$ cat src/intc_pkg.sv
/*
  controller constants: register map, fields, reset values, vectors.
  assumes an apb bus with 32-bit data.
*/
`default_nettype none
package intc_pkg;
  // ------------------------------------------------------------
  // register byte addresses (every offset a multiple of four: index times four)
  // ------------------------------------------------------------
  localparam logic [19:0] system_control_idx       = 20'hee012;
  localparam logic [19:0] request_sense_select_idx = 20'hee014;
  localparam logic [19:0] request_enable_idx       = 20'hee015;
  localparam logic [19:0] request_status_idx       = 20'hee016;
  localparam logic [19:0] priority_level_a_idx     = 20'hee018;
  localparam logic [19:0] priority_level_b_idx     = 20'hee019;
  localparam logic [19:0] core_state_idx           = 20'hee01a;
  localparam logic [19:0] vector_state_idx         = 20'hee01b;
  localparam logic [21:0] system_control_addr       = {system_control_idx, 2'b00};
  localparam logic [21:0] request_sense_select_addr = {request_sense_select_idx, 2'b00};
  localparam logic [21:0] request_enable_addr       = {request_enable_idx, 2'b00};
  localparam logic [21:0] request_status_addr       = {request_status_idx, 2'b00};
  localparam logic [21:0] priority_level_a_addr     = {priority_level_a_idx, 2'b00};
  localparam logic [21:0] priority_level_b_addr     = {priority_level_b_idx, 2'b00};
  localparam logic [21:0] core_state_addr           = {core_state_idx, 2'b00};
  localparam logic [21:0] vector_state_addr         = {vector_state_idx, 2'b00};
  // ------------------------------------------------------------
  // reset values and fields
  // ------------------------------------------------------------
  localparam logic [7:0] system_control_rst = 8'h09;
  localparam logic [7:0] zero_rst           = 8'h00;
  localparam int         aux_bit_select_pos       = 3;
  localparam int         nonmaskable_edge_sel_pos = 2;
  localparam int         num_req                  = 6;
  localparam logic [7:0] req_field_mask           = 8'h3f;
  // ------------------------------------------------------------
  // vectors
  // ------------------------------------------------------------
  localparam logic [5:0] reset_vector_num = 6'h00;
  localparam logic [5:0] nmi_vector_num   = 6'h07;
  localparam logic [5:0] trap_vector_base = 6'h08;
  localparam logic [5:0] req_vector_base  = 6'h0c;
  localparam logic [5:0] int_vector_base  = 6'h14;
  localparam int         num_internal     = 36;
  localparam logic [23:0] reset_vector_lo = 24'h000000;
  // ------------------------------------------------------------
  // timing
  // ------------------------------------------------------------
  localparam int run_hold_cyc       = 10;
  localparam logic [31:0] apb_zero  = 32'h0000_0000;
endpackage
`default_nettype wire

$ cat src/reset_and_interrupt_control.sv
/*
  reset sequencing and interrupt control with apb register access.
  assumes the cpu core fetches vectors, pushes the stack and reports instruction and exception events as pulses.
*/
// Overview of operation
// (RULE_01) reset pin low halts core, holds reset
// (RULE_02) reset handling starts on pin rising edge
// (RULE_03) pin low 20 ms powerup, 10 cycles running
// (RULE_04) exit reset: init state, set global mask
// (RULE_05) fetch reset vector at 0..3, run there
// (RULE_06) block all interrupts until first instruction
// (RULE_07) watchdog overflow resets like the pin
// (RULE_08) nonmaskable highest, ignores mask bits
// (RULE_09) maskable sources two levels, arbitrate simultaneous
// (RULE_10) seven external, 36 internal, own vectors
// (RULE_11) trap sets global, plus aux when select 0
// (RULE_12) trap vector from number 0 to 3
// (RULE_13) word accesses force address bit zero
// (RULE_14) three enable levels from masks and select
// (RULE_15) each request pin edge or level independently
// (RULE_16) control bit 2 picks nonmaskable edge
// (RULE_17) control bit 3 makes aux bit user bit
// (RULE_18) control resets to 09, kept in soft standby
// (RULE_19) priority a bits 7..4 set request groups
// (RULE_20) priority registers reset to zero
// (RULE_21) status writes zero-only clear flags
// (RULE_22) flag sets by sense, clears read-write or accept
// (RULE_23) enable bits gate requests, reset zero
// (RULE_24) sense bit 0 level, 1 falling edge
// (RULE_25) requests vectors 12..17, nonmaskable 7
// (RULE_26) same level: lowest vector number first
`default_nettype none
module reset_and_interrupt_control #(
  parameter int num_int = intc_pkg::num_internal
) (
  input  wire logic                      ref_clk_i,
  input  wire logic                      reset_n_i,
  input  wire logic                      chip_init_pin_n_i,
  input  wire logic                      hw_standby_n_i,
  input  wire logic                      soft_standby_i,
  input  wire logic                      watchdog_unit_overflow_i,
  input  wire logic                      nonmaskable_pin_i,
  input  wire logic [5:0]                req_pin_n_i,
  input  wire logic [num_int-1:0]        int_req_i,
  input  wire logic [num_int-1:0]        int_level_i,
  input  wire logic                      global_mask_i,
  input  wire logic                      aux_mask_bit_i,
  input  wire logic                      instr_done_i,
  input  wire logic                      exc_taken_i,
  input  wire logic [5:0]                exc_vector_i,
  input  wire logic                      trap_instruction_i,
  input  wire logic [1:0]                trap_num_i,
  input  wire logic [23:0]               word_addr_i,
  input  wire logic                      word_access_i,
  input  wire logic                      psel,
  input  wire logic                      penable,
  input  wire logic                      pwrite,
  input  wire logic [21:0]               paddr,
  input  wire logic [31:0]               pwdata,
  input  wire logic [3:0]                pstrb,
  output logic [31:0]                    prdata,
  output logic                           pready,
  output logic                           pslverr,
  output logic                           core_hold_o,
  output logic                           core_init_o,
  output logic                           set_global_mask_o,
  output logic                           set_aux_mask_o,
  output logic                           vector_fetch_o,
  output logic [5:0]                     vector_num_o,
  output logic [23:0]                    vector_addr_o,
  output logic                           irq_req_o,
  output logic [5:0]                     irq_vector_o,
  output logic [23:0]                    bus_addr_o
);
  // ------------------------------------------------------------
  // pin synchronisers
  // ------------------------------------------------------------
  logic [7:0] sync_a;
  logic [7:0] sync_b;
  logic [7:0] sync_c;
  logic       init_sync_a;
  logic       init_sync_b;
  always_ff @(posedge ref_clk_i or negedge reset_n_i) begin
    if (!reset_n_i) begin
      sync_a      <= 8'hff;
      sync_b      <= 8'hff;
      sync_c      <= 8'hff;
      init_sync_a <= 1'b0;
      init_sync_b <= 1'b0;
    end else begin
      sync_a      <= {watchdog_unit_overflow_i, nonmaskable_pin_i, req_pin_n_i};
      sync_b      <= sync_a;
      sync_c      <= sync_b;
      init_sync_a <= chip_init_pin_n_i & hw_standby_n_i;
      init_sync_b <= init_sync_a;
    end
  end
  logic [5:0] req_lvl_n;
  logic [5:0] req_prev_n;
  logic       nmi_now;
  logic       nmi_prev;
  logic       wdt_ovf;
  assign req_lvl_n  = sync_b[5:0];
  assign req_prev_n = sync_c[5:0];
  assign nmi_now    = sync_b[6];
  assign nmi_prev   = sync_c[6];
  assign wdt_ovf    = sync_b[7] & ~sync_c[7];
  // ------------------------------------------------------------
  // reset sequencer
  // ------------------------------------------------------------
  typedef enum logic [3:0] {
    st_reset  = 4'b0001,
    st_init   = 4'b0010,
    st_first  = 4'b0100,
    st_run    = 4'b1000
  } seq_type;
  seq_type seq;
  seq_type next_seq;
  logic    chip_rst;
  assign chip_rst = ~init_sync_b | wdt_ovf; // RULE_07
  always_comb begin
    next_seq = seq;
    case (seq)
      st_reset: begin
        if (!chip_rst) begin
          next_seq = st_init; // RULE_02
        end
      end
      st_init:  next_seq = st_first;
      st_first: begin
        if (instr_done_i) begin
          next_seq = st_run;
        end
      end
      st_run:   next_seq = st_run;
      default:  next_seq = st_reset;
    endcase
    if (chip_rst) begin
      next_seq = st_reset; // RULE_01
    end
  end
  always_ff @(posedge ref_clk_i or negedge reset_n_i) begin
    if (!reset_n_i) begin
      seq <= st_reset;
    end else begin
      seq <= next_seq;
    end
  end
  logic regs_rst;
  assign regs_rst    = (seq == st_reset);
  assign core_hold_o = regs_rst; // RULE_01
  // ------------------------------------------------------------
  // registers
  // ------------------------------------------------------------
  logic [7:0] system_control;
  logic [7:0] request_sense_select;
  logic [7:0] request_enable;
  logic [7:0] priority_level_a;
  logic [7:0] priority_level_b;
  logic [5:0] request_flag;
  logic [5:0] flag_seen;
  logic       wr_en;
  logic       rd_en;
  logic       hit;
  assign pready  = 1'b1;
  assign wr_en   = psel & penable & pwrite & pstrb[0];
  assign rd_en   = psel & penable & ~pwrite;
  function automatic logic is_addr(input logic [21:0] a, input logic [21:0] b);
    return a == b;
  endfunction
  assign hit = is_addr(paddr, intc_pkg::system_control_addr) | is_addr(paddr, intc_pkg::request_sense_select_addr)
             | is_addr(paddr, intc_pkg::request_enable_addr) | is_addr(paddr, intc_pkg::request_status_addr)
             | is_addr(paddr, intc_pkg::priority_level_a_addr) | is_addr(paddr, intc_pkg::priority_level_b_addr)
             | is_addr(paddr, intc_pkg::core_state_addr) | is_addr(paddr, intc_pkg::vector_state_addr);
  assign pslverr = psel & penable & ~hit;
  // soft standby has no effect on these registers
  always_ff @(posedge ref_clk_i or negedge reset_n_i) begin
    if (!reset_n_i) begin
      system_control       <= intc_pkg::system_control_rst;
      request_sense_select <= intc_pkg::zero_rst;
      request_enable       <= intc_pkg::zero_rst;
      priority_level_a     <= intc_pkg::zero_rst;
      priority_level_b     <= intc_pkg::zero_rst;
    end else if (regs_rst) begin
      system_control       <= intc_pkg::system_control_rst; // RULE_18
      request_sense_select <= intc_pkg::zero_rst; // RULE_24
      request_enable       <= intc_pkg::zero_rst; // RULE_23
      priority_level_a     <= intc_pkg::zero_rst; // RULE_20
      priority_level_b     <= intc_pkg::zero_rst; // RULE_20
    end else if (wr_en) begin
      if (is_addr(paddr, intc_pkg::system_control_addr)) system_control <= pwdata[7:0]; // RULE_16 RULE_17
      if (is_addr(paddr, intc_pkg::request_sense_select_addr)) request_sense_select <= pwdata[7:0];
      if (is_addr(paddr, intc_pkg::request_enable_addr)) request_enable <= pwdata[7:0];
      if (is_addr(paddr, intc_pkg::priority_level_a_addr)) priority_level_a <= pwdata[7:0];
      if (is_addr(paddr, intc_pkg::priority_level_b_addr)) priority_level_b <= pwdata[7:0];
    end
  end
  // ------------------------------------------------------------
  // request flags
  // ------------------------------------------------------------
  logic [5:0] flag_set;
  logic [5:0] flag_clr;
  logic       status_wr;
  logic       status_rd;
  assign status_wr = wr_en & is_addr(paddr, intc_pkg::request_status_addr);
  assign status_rd = rd_en & is_addr(paddr, intc_pkg::request_status_addr);
  genvar gi;
  generate
    for (gi = 0; gi < intc_pkg::num_req; gi++) begin : g_flag
      logic accepted;
      assign accepted = exc_taken_i && exc_vector_i == intc_pkg::req_vector_base + 6'(gi); // RULE_25
      assign flag_set[gi] = request_sense_select[gi] ? (req_prev_n[gi] & ~req_lvl_n[gi]) // RULE_15 RULE_24
                                                     : ~req_lvl_n[gi]; // RULE_22
      assign flag_clr[gi] = (status_wr & flag_seen[gi] & ~pwdata[gi]) // RULE_21
                          | (accepted & (request_sense_select[gi] | req_lvl_n[gi])); // RULE_22
    end
  endgenerate
  always_ff @(posedge ref_clk_i or negedge reset_n_i) begin
    if (!reset_n_i) begin
      request_flag <= 6'h00;
      flag_seen    <= 6'h00;
    end else if (regs_rst) begin
      request_flag <= 6'h00;
      flag_seen    <= 6'h00;
    end else begin
      request_flag <= flag_set | (request_flag & ~flag_clr); // RULE_21 RULE_22
      if (status_rd) begin
        flag_seen <= request_flag;
      end else begin
        flag_seen <= flag_seen & request_flag;
      end
    end
  end
  // ------------------------------------------------------------
  // nonmaskable edge
  // ------------------------------------------------------------
  logic nmi_pend;
  logic nmi_edge;
  assign nmi_edge = system_control[intc_pkg::nonmaskable_edge_sel_pos] ? (nmi_now & ~nmi_prev) // RULE_16
                                                                       : (~nmi_now & nmi_prev);
  always_ff @(posedge ref_clk_i or negedge reset_n_i) begin
    if (!reset_n_i) begin
      nmi_pend <= 1'b0;
    end else if (regs_rst) begin
      nmi_pend <= 1'b0;
    end else if (nmi_edge) begin
      nmi_pend <= 1'b1;
    end else if (exc_taken_i && exc_vector_i == intc_pkg::nmi_vector_num) begin
      nmi_pend <= 1'b0;
    end
  end
  // ------------------------------------------------------------
  // arbitration
  // ------------------------------------------------------------
  function automatic logic pri_of(input int src, input logic [7:0] pa);
    case (src)
      0:       return pa[7];
      1:       return pa[6];
      2, 3:    return pa[5];
      default: return pa[4];
    endcase
  endfunction
  logic       en_lo;
  logic       en_hi_only;
  logic       sel_valid;
  logic [5:0] sel_vec;
  logic       sel_hi;
  always_comb begin
    // three enable levels: global mask, aux mask when used as mask
    en_lo      = ~global_mask_i; // RULE_14
    en_hi_only = global_mask_i & ~aux_mask_bit_i & ~system_control[intc_pkg::aux_bit_select_pos]; // RULE_14 RULE_17
    sel_valid  = 1'b0;
    sel_vec    = intc_pkg::reset_vector_num;
    sel_hi     = 1'b0;
    for (int i = intc_pkg::num_req - 1; i >= 0; i--) begin
      if (request_flag[i] & request_enable[i] & (en_lo | (en_hi_only & pri_of(i, priority_level_a)))) begin // RULE_19 RULE_23
        if (!sel_valid || !sel_hi || pri_of(i, priority_level_a)) begin
          sel_valid = 1'b1;
          sel_hi    = pri_of(i, priority_level_a); // RULE_09
          sel_vec   = intc_pkg::req_vector_base + 6'(i); // RULE_26
        end
      end
    end
    for (int j = num_int - 1; j >= 0; j--) begin
      if (int_req_i[j] & (en_lo | (en_hi_only & int_level_i[j]))) begin
        if (!(sel_valid && sel_hi && !int_level_i[j]) && !(sel_valid && (sel_hi == int_level_i[j])
            && sel_vec < intc_pkg::int_vector_base)) begin
          sel_valid = 1'b1;
          sel_hi    = int_level_i[j]; // RULE_09
          sel_vec   = intc_pkg::int_vector_base + 6'(j); // RULE_10 RULE_26
        end
      end
    end
    if (nmi_pend) begin
      sel_valid = 1'b1;
      sel_vec   = intc_pkg::nmi_vector_num; // RULE_08
    end
  end
  // ------------------------------------------------------------
  // core outputs
  // ------------------------------------------------------------
  always_ff @(posedge ref_clk_i or negedge reset_n_i) begin
    if (!reset_n_i) begin
      irq_req_o         <= 1'b0;
      irq_vector_o      <= intc_pkg::reset_vector_num;
      core_init_o       <= 1'b0;
      vector_fetch_o    <= 1'b0;
      vector_num_o      <= intc_pkg::reset_vector_num;
      vector_addr_o     <= intc_pkg::reset_vector_lo;
      set_global_mask_o <= 1'b0;
      set_aux_mask_o    <= 1'b0;
      bus_addr_o        <= intc_pkg::reset_vector_lo;
    end else begin
      irq_req_o    <= sel_valid & (seq == st_run); // RULE_06
      irq_vector_o <= sel_vec;
      core_init_o  <= (seq == st_init); // RULE_04
      bus_addr_o   <= word_access_i ? {word_addr_i[23:1], 1'b0} : word_addr_i; // RULE_13
      if (seq == st_init) begin
        vector_fetch_o    <= 1'b1; // RULE_05
        vector_num_o      <= intc_pkg::reset_vector_num;
        vector_addr_o     <= intc_pkg::reset_vector_lo;
        set_global_mask_o <= 1'b1; // RULE_04
        set_aux_mask_o    <= 1'b0;
      end else if (trap_instruction_i && seq == st_run) begin
        vector_fetch_o    <= 1'b1;
        vector_num_o      <= intc_pkg::trap_vector_base + {4'h0, trap_num_i}; // RULE_12
        vector_addr_o     <= {16'h0000, intc_pkg::trap_vector_base + {4'h0, trap_num_i}, 2'b00};
        set_global_mask_o <= 1'b1; // RULE_11
        set_aux_mask_o    <= ~system_control[intc_pkg::aux_bit_select_pos]; // RULE_11
      end else if (exc_taken_i && seq == st_run) begin
        vector_fetch_o    <= 1'b1;
        vector_num_o      <= exc_vector_i;
        vector_addr_o     <= {16'h0000, exc_vector_i, 2'b00};
        set_global_mask_o <= 1'b1;
        set_aux_mask_o    <= ~system_control[intc_pkg::aux_bit_select_pos];
      end else begin
        vector_fetch_o    <= 1'b0;
        set_global_mask_o <= 1'b0;
        set_aux_mask_o    <= 1'b0;
      end
    end
  end
  // ------------------------------------------------------------
  // read data
  // ------------------------------------------------------------
  always_comb begin
    prdata = intc_pkg::apb_zero;
    if (rd_en) begin
      if (is_addr(paddr, intc_pkg::system_control_addr)) prdata[7:0] = system_control;
      if (is_addr(paddr, intc_pkg::request_sense_select_addr)) prdata[7:0] = request_sense_select;
      if (is_addr(paddr, intc_pkg::request_enable_addr)) prdata[7:0] = request_enable;
      if (is_addr(paddr, intc_pkg::request_status_addr)) prdata[5:0] = request_flag;
      if (is_addr(paddr, intc_pkg::priority_level_a_addr)) prdata[7:0] = priority_level_a;
      if (is_addr(paddr, intc_pkg::priority_level_b_addr)) prdata[7:0] = priority_level_b;
      if (is_addr(paddr, intc_pkg::core_state_addr)) prdata[7:0] = {3'b000, nmi_pend, seq};
      if (is_addr(paddr, intc_pkg::vector_state_addr)) prdata[7:0] = {sel_valid, sel_hi, sel_vec};
    end
  end
endmodule
`default_nettype wire

$ cat config.mk
export PLATFORM = sky130hd
export DESIGN_NAME = reset_and_interrupt_control
export DESIGN_NICKNAME = d
export VERILOG_FILES = /design/src/intc_pkg.sv /design/src/reset_and_interrupt_control.sv
export SDC_FILE = /design/constraint.sdc
export NUM_CORES = 1
export LEC_CHECK = 0
export ABC_CLOCK_PERIOD_IN_PS = 5900
export BUFFER_PORTS_ARGS = -buffer_cell sky130_fd_sc_hd__buf_2
export CAP_MARGIN = 20
export CORE_MARGIN = 2
export CORE_UTILIZATION = 32
export DETAILED_ROUTE_END_ITERATION = 8
export GPL_ROUTABILITY_DRIVEN = 0
export PLACE_DENSITY = 0.57
export SKIP_LAST_GASP = 1
export SYNTH_ARGS = -nofsm -noshare
export SYNTH_HDL_FRONTEND = slang
export SYNTH_SLANG_ARGS = --single-unit
$ cat constraint.sdc
create_clock -name ref_clk_i -period 5.9 [get_ports ref_clk_i]
set_clock_uncertainty 0.1 [all_clocks]
set_input_delay 0.59 -clock ref_clk_i [delete_from_list [all_inputs] [get_ports ref_clk_i]]
set_output_delay 0.59 -clock ref_clk_i [all_outputs]
set_load 0.01 [all_outputs]
# Word level (Yosys, flattened, before mapping)
# Index checks and enable logic that the tools add are counted.
[word_totals]
ff_bits = 147
out_inout_bits = 100
[classes]
add_sub_neg = 1
bitwise = 211
n_reduce_logical = 330
eq_ne = 56
mux = 309
magnitude_cmp = 36
[op_table]
columns = ["cell", "n"]
rows = [
  ["$mux 6", 90],
  ["$lt 6x5->1 const B", 36],
  ["$logic_and 1x1->1", 189],
  ["$mux 1", 189],
  ["$mux 8", 23],
  ["$eq 22x22->1 const B", 8],
  ["$and 1x1->1", 126],
  ["$logic_not 1->1", 118],
  ["$mux 24", 3],
  ["$or 1x1->1", 60],
  ["$eq 1x1->1", 36],
  ["$eq 6x4->1 const B", 4],
  ["$not 1->1", 21],
  ["$pmux 4 s4", 1],
  ["$and 6x6->6", 2],
  ["$eq 6x5->1 const B", 2],
  ["$reduce_bool 2->1", 6],
  ["$logic_or 1x1->1", 10],
  ["$reduce_and 2->1", 5],
  ["$mux 4", 2],
  ["$eq 6x3->1 const B", 1],
  ["$not 6->6", 1],
  ["$or 6x6->6", 1],
  ["$reduce_bool 3->1", 2],
  ["7 further kinds", 7],
]

# Longest topological paths before layout
# Gate-level depths: netlist of run 1.
[logic_depth]
ltp_word = 287
ltp_mapped = 19

# Worst setup path after synthesis of run 1
# OpenSTA, ideal clock, no wires.
[synth_path]
path_kind = "input -> output"
from = "input port global_mask_i"
to = "output port prdata[1]"
path_stages = 17
n_path_buf = 2
arrival_time_ps = 4509
setup_slack_ps = 701
cell_sequence = "buf_2 o21a_1 or2_2 o211ai_2 buf_6 nor2_2 and4_4 a211o_1 o31ai_4 nand4_4 nor4_4 and4_4 nand2_2 a211oi_2 o41ai_4 or3_1 a221oi_1"
[synth_via]
elab_chain_len = 286
elab_cells_between_ends = 717
[synth_lines]
columns = ["item", "line", "text"]
rows = [
  ["start: declaration", "reset_and_interrupt_control.sv:46", "input wire logic global_mask_i,"],
  ["branches (longest 282 deep; another with $and 1x1->1)", "--", ""],
  ["$mux 6 *", "reset_and_interrupt_control.sv:285", "if (int_req_i[j] & (en_lo | (en_hi_only & int_level_i[j]))) begin"],
  ["$mux 6 *", "reset_and_interrupt_control.sv:294", "if (nmi_pend) begin"],
  ["$mux 8 *", "reset_and_interrupt_control.sv:356", "if (is_addr(paddr, intc_pkg::vector_state_addr)) prdata[7:0] = {sel_valid, sel_hi, sel_vec};"],
  ["$mux 8 *", "reset_and_interrupt_control.sv:348", "if (rd_en) begin"],
  ["end: declaration", "reset_and_interrupt_control.sv:61", "output logic [31:0] prdata,"],
]
# Mark *: on every way between the ends.

# Final worst setup path of run 1
[layout_path]
from = "register system_control[3]"
to = "output port prdata[4]"
[layout_via]
elab_chain_len = 286
elab_cells_between_ends = 716
[layout_lines]
columns = ["item", "line", "text"]
rows = [
  ["start: declaration", "reset_and_interrupt_control.sv:155", "logic [7:0] system_control;"],
  ["start signal: assignment", "reset_and_interrupt_control.sv:179", "system_control <= intc_pkg::system_control_rst;"],
  ["start signal: assignment", "reset_and_interrupt_control.sv:185", "system_control <= intc_pkg::system_control_rst;"],
  ["start signal: assignment", "reset_and_interrupt_control.sv:191", "if (is_addr(paddr, intc_pkg::system_control_addr)) system_control <= pwdata[7:0];"],
  ["$not 1->1 *", "reset_and_interrupt_control.sv:271", "en_hi_only = global_mask_i & ~aux_mask_bit_i & ~system_control[intc_pkg::aux_bit_select_pos];"],
  ["$and 1x1->1 *", "reset_and_interrupt_control.sv:271", ""],
  ["branches (longest 280 deep; another with $and 1x1->1)", "--", ""],
  ["$mux 6 *", "reset_and_interrupt_control.sv:285", ""],
  ["$mux 6 *", "reset_and_interrupt_control.sv:294", ""],
  ["$mux 8 *", "reset_and_interrupt_control.sv:356", ""],
  ["$mux 8 *", "reset_and_interrupt_control.sv:348", ""],
]
# Marks and branches as above.

==> out/results.tsv, run 1 <==
stage	metric	value	unit
status	status	completed	
route	routed_via_density	5.39	
clock_network	tritoncts	built	
sta	hold_viol_final	0	
synthesis	async_flop_share	1.00	
place	dpl_cell_area	10800	um^2
setup_path	arrival	5.20	ns
setup_path	r2r_end	irq_vector_o[4]	
synthesis	synth_area	8940	um^2
clock_network	htree_levels	4	
final_layout	area_growth	32.6	%
power	total_power	0.00247	W
clock_network	cts_num_sinks	123	
setup_path	critPathKind	reg2out	
floorplanning	core_area	27600	um^2
synthesis	seq_area_frac_synth	0.348	
clock_network	clk_latency	0.42	ns
power	p_leak	5.39	nW
power	power.internal	0.00175	W
sta	slew_headroom	0.343	
route	drtPass1Iterations	5	
power	power.density	208	nW/um^2
setup_path	reg2reg_slack	1.13	ns
place	port_buffers	212	
final_layout	post-route-util	0.429	
setup_path	crit_fanout	8	
route	wire_per_inst	17.0	um
setup_path	r2r-start	system_control[3]	
synthesis	synth_warnings	0	
sta	rsz0062_at_grt	true	
grt	grt_antenna_before_repair	0	
route	drt-initial-drc-count	678	
clock_network	clkTransAtPathRegs	0.06	ns
place	hpwl	23.4	mm
synthesis	synth_seq_cells	123	
grt	grt-ovfl-total	0	
synthesis	syn_inst	1105	
floorplanning	initial_core_util	0.324	
final_layout	final_layout_size_suffix_gt1_frac	0.334	
setup_path	cp-end-kind	output port	
sta	fmax	0.170	GHz
final_layout	stdcell_area	11900	um^2
flow_run	cap_viol_max_count	0	
power	combPwrFrac	0.222	
sta	fin_tns_setup	0	ns
grt	track_usage	0.204	
setup_path	cp-start-kind	flop	
clock_network	cts_inserted_buffers	17	
floorplanning	die_y	171	um
synthesis	synthDistinctLibCells	96	
synthesis	synth.avg_cell_area	8.09	um^2
power	p_sw	0.000727	W
sta	period_minus_slack	5.89	ns
floorplanning	rows	61	
power	ir_worst_vdd	0.000184	V
route	post-route-drc-count	0	
route	wl	30.5	mm
sta	fin_hold_ws	0.0465	ns
power	power.share.clock	0.413	
sta	finalSetupViolCount	0	
grt	grt_pass1_wl	47.3	mm
synthesis	synth_edf_count	0	
synthesis	synthFlopType	dfrtp_1	
final_layout	diodes	0	
sta	fin_crit_sh	0.998	
route	ant_nets	0	
grt	grt_max_degree	83	
floorplanning	die_w	171	um
clock_network	root_buffer	clkbuf_16	
grt	grt_pass1_vias	9109	
floorplanning	die-area	29300	um^2
power	seqPwrFrac	0.365	
clock_network	cts_hold_buf	0	
final_layout	fin_nets	1584	
setup_path	crit_required	5.21	ns
clock_network	clock_tree.buffer_depth	2	
setup_path	r2r_cells	19	
sta	worst_slew_pin_slew	0.982	ns
floorplanning	num_io_pins	284	
route	routed-via-count	9651	
power	switching_share	0.294	
sta	final-max-slew-violation-count	0	
worst_hold_path	hold_path.class	in2async	
==> routing by layer <==
layer  share of wire  routed length (um)  track usage  vias up
li1                -                   -            -     4591
met1            0.44               13400        0.277     4583
met2            0.46               14100        0.329      437
met3           0.081                2470       0.0386       40
met4           0.018                 542       0.0590        0
met5               0                   0            0        -
==> through the flow <==
| stage | instances | setup slack [ns] |
|---|---|---|
| after global routing | 1791 | -0.134 |
| after CTS | 1777 | -0.0562 |
| after global placement | 1742 | -0.0948 |
| final | 1791 | 0.0113 |
| after floorplan | 1146 | 0.701 |
| after detailed placement | 1742 | -0.0702 |
==> cells in the final DEF (no fill, tap or decap), drive strengths merged, types with 7 or more instances in the layout <==
cell	count
o21bai	8
a22o	8
nor3b	10
nand3b	13
a21oi	81
nor3	25
a211oi	17
a21o	7
inv	30
o211a	9
o22ai	7
o21a	10
and4	9
mux2i	20
dfrtp	96
o31ai	7
nand4	11
conb	43
o21ai	82
or2	9
nand2b	14
buf	321
a21boi	11
and3	9
clkbuf	19
nand3	27
a22oi	8
a221oi	7
nor4	15
or3	13
o211ai	13
dfstp	27
nor2	100
o221ai	8
nor2b	17
nand2	167
a31oi	24
and2	26
==> Yosys cell counts (all sizes together), types with 11 or more instances <==
cell	count	area share
a211oi	17	0.015
a21boi	11	0.010
a21oi	81	0.045
a31oi	24	0.017
and2	26	0.018
buf	67	0.053
clkbuf	19	0.0080
dfrtp	96	0.27
dfstp	27	0.079
inv	29	0.012
mux2i	20	0.022
nand2	167	0.070
nand2b	14	0.0098
nand3	27	0.015
nand3b	13	0.011
nand4	11	0.010
nor2	100	0.043
nor2b	17	0.012
nor3	25	0.014
nor4	15	0.014
o211ai	13	0.011
o21ai	82	0.046
or3	13	0.0091
==> flip-flops by register name, indices dropped and copies added (netlist names) <==
register / cells
bus_addr_o: 24
priority_level_a: 8
priority_level_b: 8
request_enable: 8
request_sense_select: 8
sync_a: 8
sync_b: 8
sync_c: 8
system_control: 8
flag_seen: 6
irq_vector_o: 6
request_flag: 6
vector_addr_o: 6
seq: 4
core_init_o: 1
init_sync_a: 1
init_sync_b: 1
irq_req_o: 1
nmi_pend: 1
set_aux_mask_o: 1
vector_fetch_o: 1
==> power groups by stage <==
stage,Sequential [W],Combinational [W],Clock (W)
after floorplan,0.000923,0.000281,0
after global placement,0.000918,0.000505,0
after detailed placement,0.000918,0.000506,0
after CTS,0.000904,0.000516,0.00104
after global routing,0.000906,0.000601,0.00108
final,0.000903,0.000548,0.00102
==> cell families after synthesis <==
family,Yosys count,synth area share
mux,24,0.0274
compound gates,358,0.276
flops,123,0.348
other cells,2,0.000840
buf+inv,115,0.0732
simple gates,483,0.275
==> layout make-up <==
type	instances	area (um^2)
fillers	2842	15800
clock inverters	13	144
flip-flops and latches	123	3120
clock buffers	19	443
well taps	378	473
inverters	29	109
repair buffers	321	1930
multi-input cells	908	5650
==> worst max-delay path by stage <==
stage | slack (ns) | end | from
floorplan | 0.70 | prdata[1] | global_mask_i
global placement | -0.09 | prdata[1] | aux_mask_bit_i
detailed placement | -0.07 | prdata[1] | global_mask_i
CTS | -0.06 | prdata[1] | system_control[3]
global route | -0.13 | prdata[4] | system_control[3]
finish | 0.01 | prdata[4] | system_control[3]
==> critical path, stage by stage, from the launching register on <==
cell and delay, ns:
dfstp_4 0.53, or2_4 0.26, buf_6 0.14, o21ai_2 0.16
nand2b_1 0.16, buf_6 0.12, nor4_2 0.04, buf_4 0.17
a21oi_4 0.16, or3_4 0.15, a21bo_2 0.22, o41a_1 0.46
buf_6 0.15, nor4_4 0.26, and4_4 0.29, nand2_2 0.07
o311a_4 0.33, or2_4 0.25, a2111o_1 0.45, a21oi_2 0.20
nor2_1 0.05, buf_2 0.15
==> repair_timing <==
item | CTS | global route
gates resized for setup | 24 | 51
setup endpoints to repair | 6 | 6
pin swaps | 4 | 30
setup buffers | 3 | 13
cloned | 0 | 0
(Power assumes the default switching activity.)
==> inputs of run 2 (changes only) <==
Settings changed: PLACE_DENSITY 0.57 to 0.64.
==> out/results.tsv, run 2 (same netlist as run 1, synthesis figures left out) <==
stage	metric	value	unit
status	status	complete, but fails checks	
status	violations	setup timing	
final_layout	largest_reg_flops	24	
clock_network	clk_latency	0.41	ns
final_layout	final_common_cell	buf_2	
sta	worst_slew_pin_slew	1.02	ns
sta	slew_headroom	0.321	
floorplanning	initial_core_util	0.324	
power	p_leak	5.38	nW
worst_hold_path	hold_path.class	in2async	
place	hpwl	23.5	mm
power	ir_worst_vdd	0.000192	V
grt	grt-ovfl-total	0	
clock_network	cts_inserted_buffers	17	
floorplanning	core_area	27600	um^2
final_layout	diodes	0	
final_layout	final_layout_size_suffix_gt1_frac	0.326	
grt	grt_max_degree	72	
route	drtPass1Iterations	6	
grt	grt_pass1_vias	9084	
route	ant_nets	0	
grt	grt_pass1_wl	47.0	mm
sta	rsz0062_at_grt	true	
power	p_sw	0.000723	W
setup_path	cp-start-kind	flop	
setup_path	critPathKind	reg2out	
setup_path	cp-end-kind	output port	
sta	fin_crit_sh	1.01	
setup_path	crit_buf_inv	7	
power	switching_share	0.288	
floorplanning	num_io_pins	284	
route	routed-via-count	9771	
setup_path	path_common_cell	buf_4	
final_layout	final_cell_mix	buf_2, nand2_1, buf_4	
setup_path	cp_slowest_cell	o41a_1	
final_layout	area_growth	32.1	%
floorplanning	rows	61	
setup_path	crit_fanout	10	
floorplanning	die_y	171	um
flow_run	cap_viol_max_count	0	
final_layout	final-seq-area	3110	um^2
final_layout	final_cell_count_no_fill	1790	
route	wire_per_inst	17.0	um
clock_network	cts_num_sinks	123	
final_layout	multiInputGateArea	5590	um^2
sta	hold_viol_final	0	
place	dp.cells	1749	
floorplanning	die_w	171	um
power	combPwrFrac	0.217	
clock_network	tritoncts	built	
power	power.share.clock	0.423	
route	post-route-drc-count	0	
sta	finalSetupViolCount	1	
final_layout	fin_nets	1583	
sta	fmax	0.168	GHz
power	seqPwrFrac	0.360	
clock_network	clock_tree.buffer_depth	2	
setup_path	crit_required	5.21	ns
sta	final-max-slew-violation-count	0	
setup_path	path_cells	buf_12, or2_4, buf_4, o22a_1, nand4_1, buf_4, nor4_2, buf_4, a21oi_4, or3_4, a21bo_2, o41a_1, buf_4, a211oi_2, a41o_1, nor2b_2, o311ai_1, a31oi_1, nor3_1, or3_4, a221oi_2, buf_4, buf_2	
setup_path	max_stage_delay	0.45	ns
route	routed_via_density	5.46	
clock_network	htree_levels	4	
route	wl	30.4	mm
setup_path	reg2reg_slack	1.12	ns
sta	fin_ws	-0.0414	ns
power	power.density	213	nW/um^2
sta	period_minus_slack	5.94	ns
grt	grt_antenna_before_repair	0	
final_layout	regMostFlops	bus_addr_o	
setup_path	arrival	5.25	ns
setup_path	crit_family	compound AO/OA/AOI/OAI gates	
clock_network	root_buffer	clkbuf_16	
floorplanning	die-area	29300	um^2
clock_network	clkTransAtPathRegs	0.06	ns
grt	track_usage	0.203	
place	port_buffers	212	
final_layout	n_fill_cell	2811	
sta	fin_hold_ws	0.0959	ns
power	power.internal	0.00179	W
route	drt-initial-drc-count	829	
-- run 2: changes by cell type in the layout (fill, tap and decap cells not counted), sizes merged --
cell | before | now
buf | 321 | 320
bufinv | 2 | 3
clkinv | 6 | 5
clkinvlp | 4 | 3
inv | 30 | 31
-- run 2: power by group through the flow --
stage | registers, W | clock network [W] | logic [W]
detailed placement | 0.000919 | 0 | 0.000508
floorplan | 0.000923 | 0 | 0.000281
CTS | 0.000905 | 0.00108 | 0.000520
global route | 0.000908 | 0.00112 | 0.000598
finish | 0.000904 | 0.00106 | 0.000546
global placement | 0.000919 | 0 | 0.000504
-- run 2: area by class of cell --
class / count / share of cell area
clock inverter: 13 / 0.0141
clock buffer: 19 / 0.0375
tap: 378 / 0.0400
timing repair buffer: 320 / 0.163
inverter: 29 / 0.00922
multi-input combinational: 908 / 0.473
sequential: 123 / 0.264
-- run 2: per-layer routing --
| layer | up-vias | GRT usage | routed length, um |
|---|---|---|---|
| met1 | 4618 | 0.268 | 12700 |
| met2 | 523 | 0.335 | 14200 |
| met4 | 0 | 0.0619 | 659 |
| li1 | 4586 | - | - |
| met5 | - | 0 | 0 |
| met3 | 44 | 0.0379 | 2780 |
-- run 2: what timing repair did --
action	4_1_cts	5_1_grt
endpoints found under the setup margin	6	6
resized for setup	21	35
gates cloned	0	0
setup buffers	3	6
pin swaps	4	17
hold buffers	0	0
-- run 2: worst paths after layout --
path / startpoint / to / depth (start not counted)
worst min register to register: init_sync_a / init_sync_b / 0
max in group asynchronous: reset_n_i / priority_level_a[4] / 2
worst max-delay path: system_control[3] / prdata[1] / 23
worst min-delay path: reset_n_i / bus_addr_o[17] / 1
worst max register to register: system_control[3] / irq_vector_o[0] / 23
min in group ref_clk_i: req_pin_n_i[0] / sync_a[0] / 1
-- run 2: worst register-to-register path: cells and delay by family, from the launching register on --
family / cells / cell delay (ns)
flops: 1 / 0.38
simple gates: 7 / 1.10
compound gates: 9 / 1.99
buf+inv: 7 / 1.13
-- run 2: metrics by stage --
stage	TNS, ns	worst slack (ns)	instance area [um^2]	total power [W]	utilization
global placement	0	0.0366	10900	0.00142	0.393
global route	-0.638	-0.209	11800	0.00263	0.428
CTS	-0.00199	-0.00199	11600	0.00251	0.420
finish	-0.0414	-0.0414	11800	0.00251	0.428
detailed placement	-0.0393	-0.0259	10900	0.00143	0.393
floorplan	0	0.701	9090	0.00120	-
==> inputs of run 3 (changes only) <==
Settings changed: ABC_CLOCK_PERIOD_IN_PS 5900 to 7500, SETUP_SLACK_MARGIN from default to 0.5, SKIP_LAST_GASP 1 to default.
Clock period 5.9 ns to 7.5 ns, I/O delays scaled along.
==> out/results.tsv, run 3 (same netlist as run 1, synthesis figures left out) <==
stage	metric	value	unit
clock_network	root_buffer	clkbuf_16	
clock_network	cts_inserted_buffers	17	
place	hpwl	22.5	mm
place	port_buffers	212	
grt	grt_pass1_vias	8747	
final_layout	final_cell_mix	buf_2, nand2_1, nor2_1	
floorplanning	num_io_pins	284	
clock_network	cts_num_sinks	123	
setup_path	r2r_end	irq_vector_o[4]	
route	drtPass1Iterations	6	
route	routed_via_density	5.51	
setup_path	cp-end-kind	output port	
sta	hold_viol_final	0	
route	ant_nets	0	
final_layout	final_layout_size_suffix_gt1_frac	0.260	
grt	grt_antenna_before_repair	1	
final_layout	final_common_cell	buf_2	
route	drt-initial-drc-count	852	
final_layout	regMostFlops	bus_addr_o	
setup_path	critPathKind	reg2out	
setup_path	crit_fanout	16	
worst_hold_path	hold_path.startpoint	init_sync_a	
setup_path	r2r_cells	16	
power	power.density	179	nW/um^2
clock_network	cts_setup_buffers	0	
route	routed-via-count	9425	
clock_network	clk_latency	0.42	ns
final_layout	fin_nets	1502	
sta	rsz0062_at_grt	true	
setup_path	startpoint	system_control[3]	
clock_network	clkTransAtPathRegs	0.06	ns
final_layout	largest_reg_flops	24	
route	post-route-drc-count	0	
sta	worst_slew_pin_slew	0.940	ns
clock_network	cts_hold_buf	0	
floorplanning	rows	61	
clock_network	htree_levels	4	
status	status	completed	
floorplanning	initial_core_util	0.324	
floorplanning	die-area	29300	um^2
sta	period_minus_slack	6.82	ns
route	wire_per_inst	17.1	um
floorplanning	die_y	171	um
clock_network	tritoncts	built	
grt	track_usage	0.196	
clock_network	cts_resized	0	
grt	grt_max_degree	67	
setup_path	cp-start-kind	flop	
floorplanning	core_area	27600	um^2
sta	fin_crit_sh	0.909	
setup_path	setup.worst_path.end	prdata[1]	
setup_path	reg2reg_slack	2.13	ns
sta	slew_headroom	0.371	
place	place_ws	0.741	ns
setup_path	crit_required	6.65	ns
power	ir_worst_vdd	0.000225	V
grt	grt-ovfl-total	0	
sta	finalSetupViolCount	0	
worst_hold_path	hold_path.class	reg2reg	
grt	grt_pass1_wl	45.3	mm
setup_path	arrival	5.97	ns
setup_path	r2r-start	system_control[3]	
power	p_leak	4.95	nW
clock_network	clock_tree.buffer_depth	2	
flow_run	cap_viol_max_count	0	
final_layout	area_growth	22.5	%
route	wl	29.2	mm
sta	fin_tns_setup	0	ns
sta	fin_ws	0.685	ns
sta	fmax	0.147	GHz
sta	final-max-slew-violation-count	0	
floorplanning	die_w	171	um
run 3: cell count changes in the layout (fill, tap and decap cells not counted), moves of 4 or more:
cell and delta:
buf_4 -77, or3_4 -4, or3_1 +4, a21oi_1 +4, o21ai_0 +4, a221oi_1 +4
run 3: worst min path at each step:
stage / end / slack (ns) / cells after the start
finish: init_sync_b / 0.25 / 0
global route: sync_b[6] / 0.26 / 0
CTS: init_sync_b / 0.25 / 0
detailed placement: init_sync_b / 0.24 / 0
global placement: init_sync_b / 0.24 / 0
floorplan: init_sync_b / 0.23 / 0
run 3: worst max-delay path, stage by stage, from the launching register on:
cell,delay [ns]
dfstp_4,0.55
or2_1,0.37
buf_4,0.24
o21ai_0,0.22
nand2b_1,0.27
nor3_1,0.10
o21ba_2,0.23
a211oi_2,0.37
a31oi_2,0.25
o41a_1,0.58
nor4_4,0.36
and4_4,0.32
nand2_2,0.09
a211oi_2,0.26
o41ai_4,0.16
or3_1,0.47
a221oi_1,0.48
buf_2,0.23
run 3: power breakdown:
part           internal [W]  switching (W)  leakage, nW
Combinational      0.000140       0.000230         3.08
Sequential         0.000696      0.0000175         1.55
Clock              0.000576       0.000306        0.315
run 3: cell type report:
| type | count | area (um^2) |
|---|---|---|
| Timing Repair Buffer | 239 | 1270 |
| Tap cell | 378 | 473 |
| Fill cell | 2832 | 16700 |
| Antenna cell | 1 | 2.50 |
| Sequential cell | 123 | 3120 |
| Inverter | 29 | 109 |
| Clock inverter | 13 | 186 |
| Multi-Input combinational cell | 908 | 5350 |
| Clock buffer | 19 | 453 |
run 3: through the flow:
stage               utilization  hold slack (ns)  power [W]  instance area (um^2)  instances
global placement          0.373            0.238    0.00109                 10300       1677
floorplan                     -            0.231   0.000947                  9090       1146
detailed placement        0.373            0.239    0.00109                 10300       1677
finish                    0.397            0.249    0.00197                 11000       1710
CTS                       0.396            0.252    0.00197                 10900       1709
global route              0.396            0.258    0.00205                 11000       1709
run 3: metal layers:
| metal | up-vias | wire length [um] | global-route usage | part of all wire |
|---|---|---|---|---|
| li1 | 4432 | - | - | - |
| met1 | 4449 | 12700 | 0.262 | 0.44 |
| met2 | 488 | 13100 | 0.313 | 0.45 |
| met3 | 56 | 2440 | 0.0379 | 0.084 |
| met4 | 0 | 855 | 0.0766 | 0.029 |
| met5 | - | 0 | 0 | 0 |
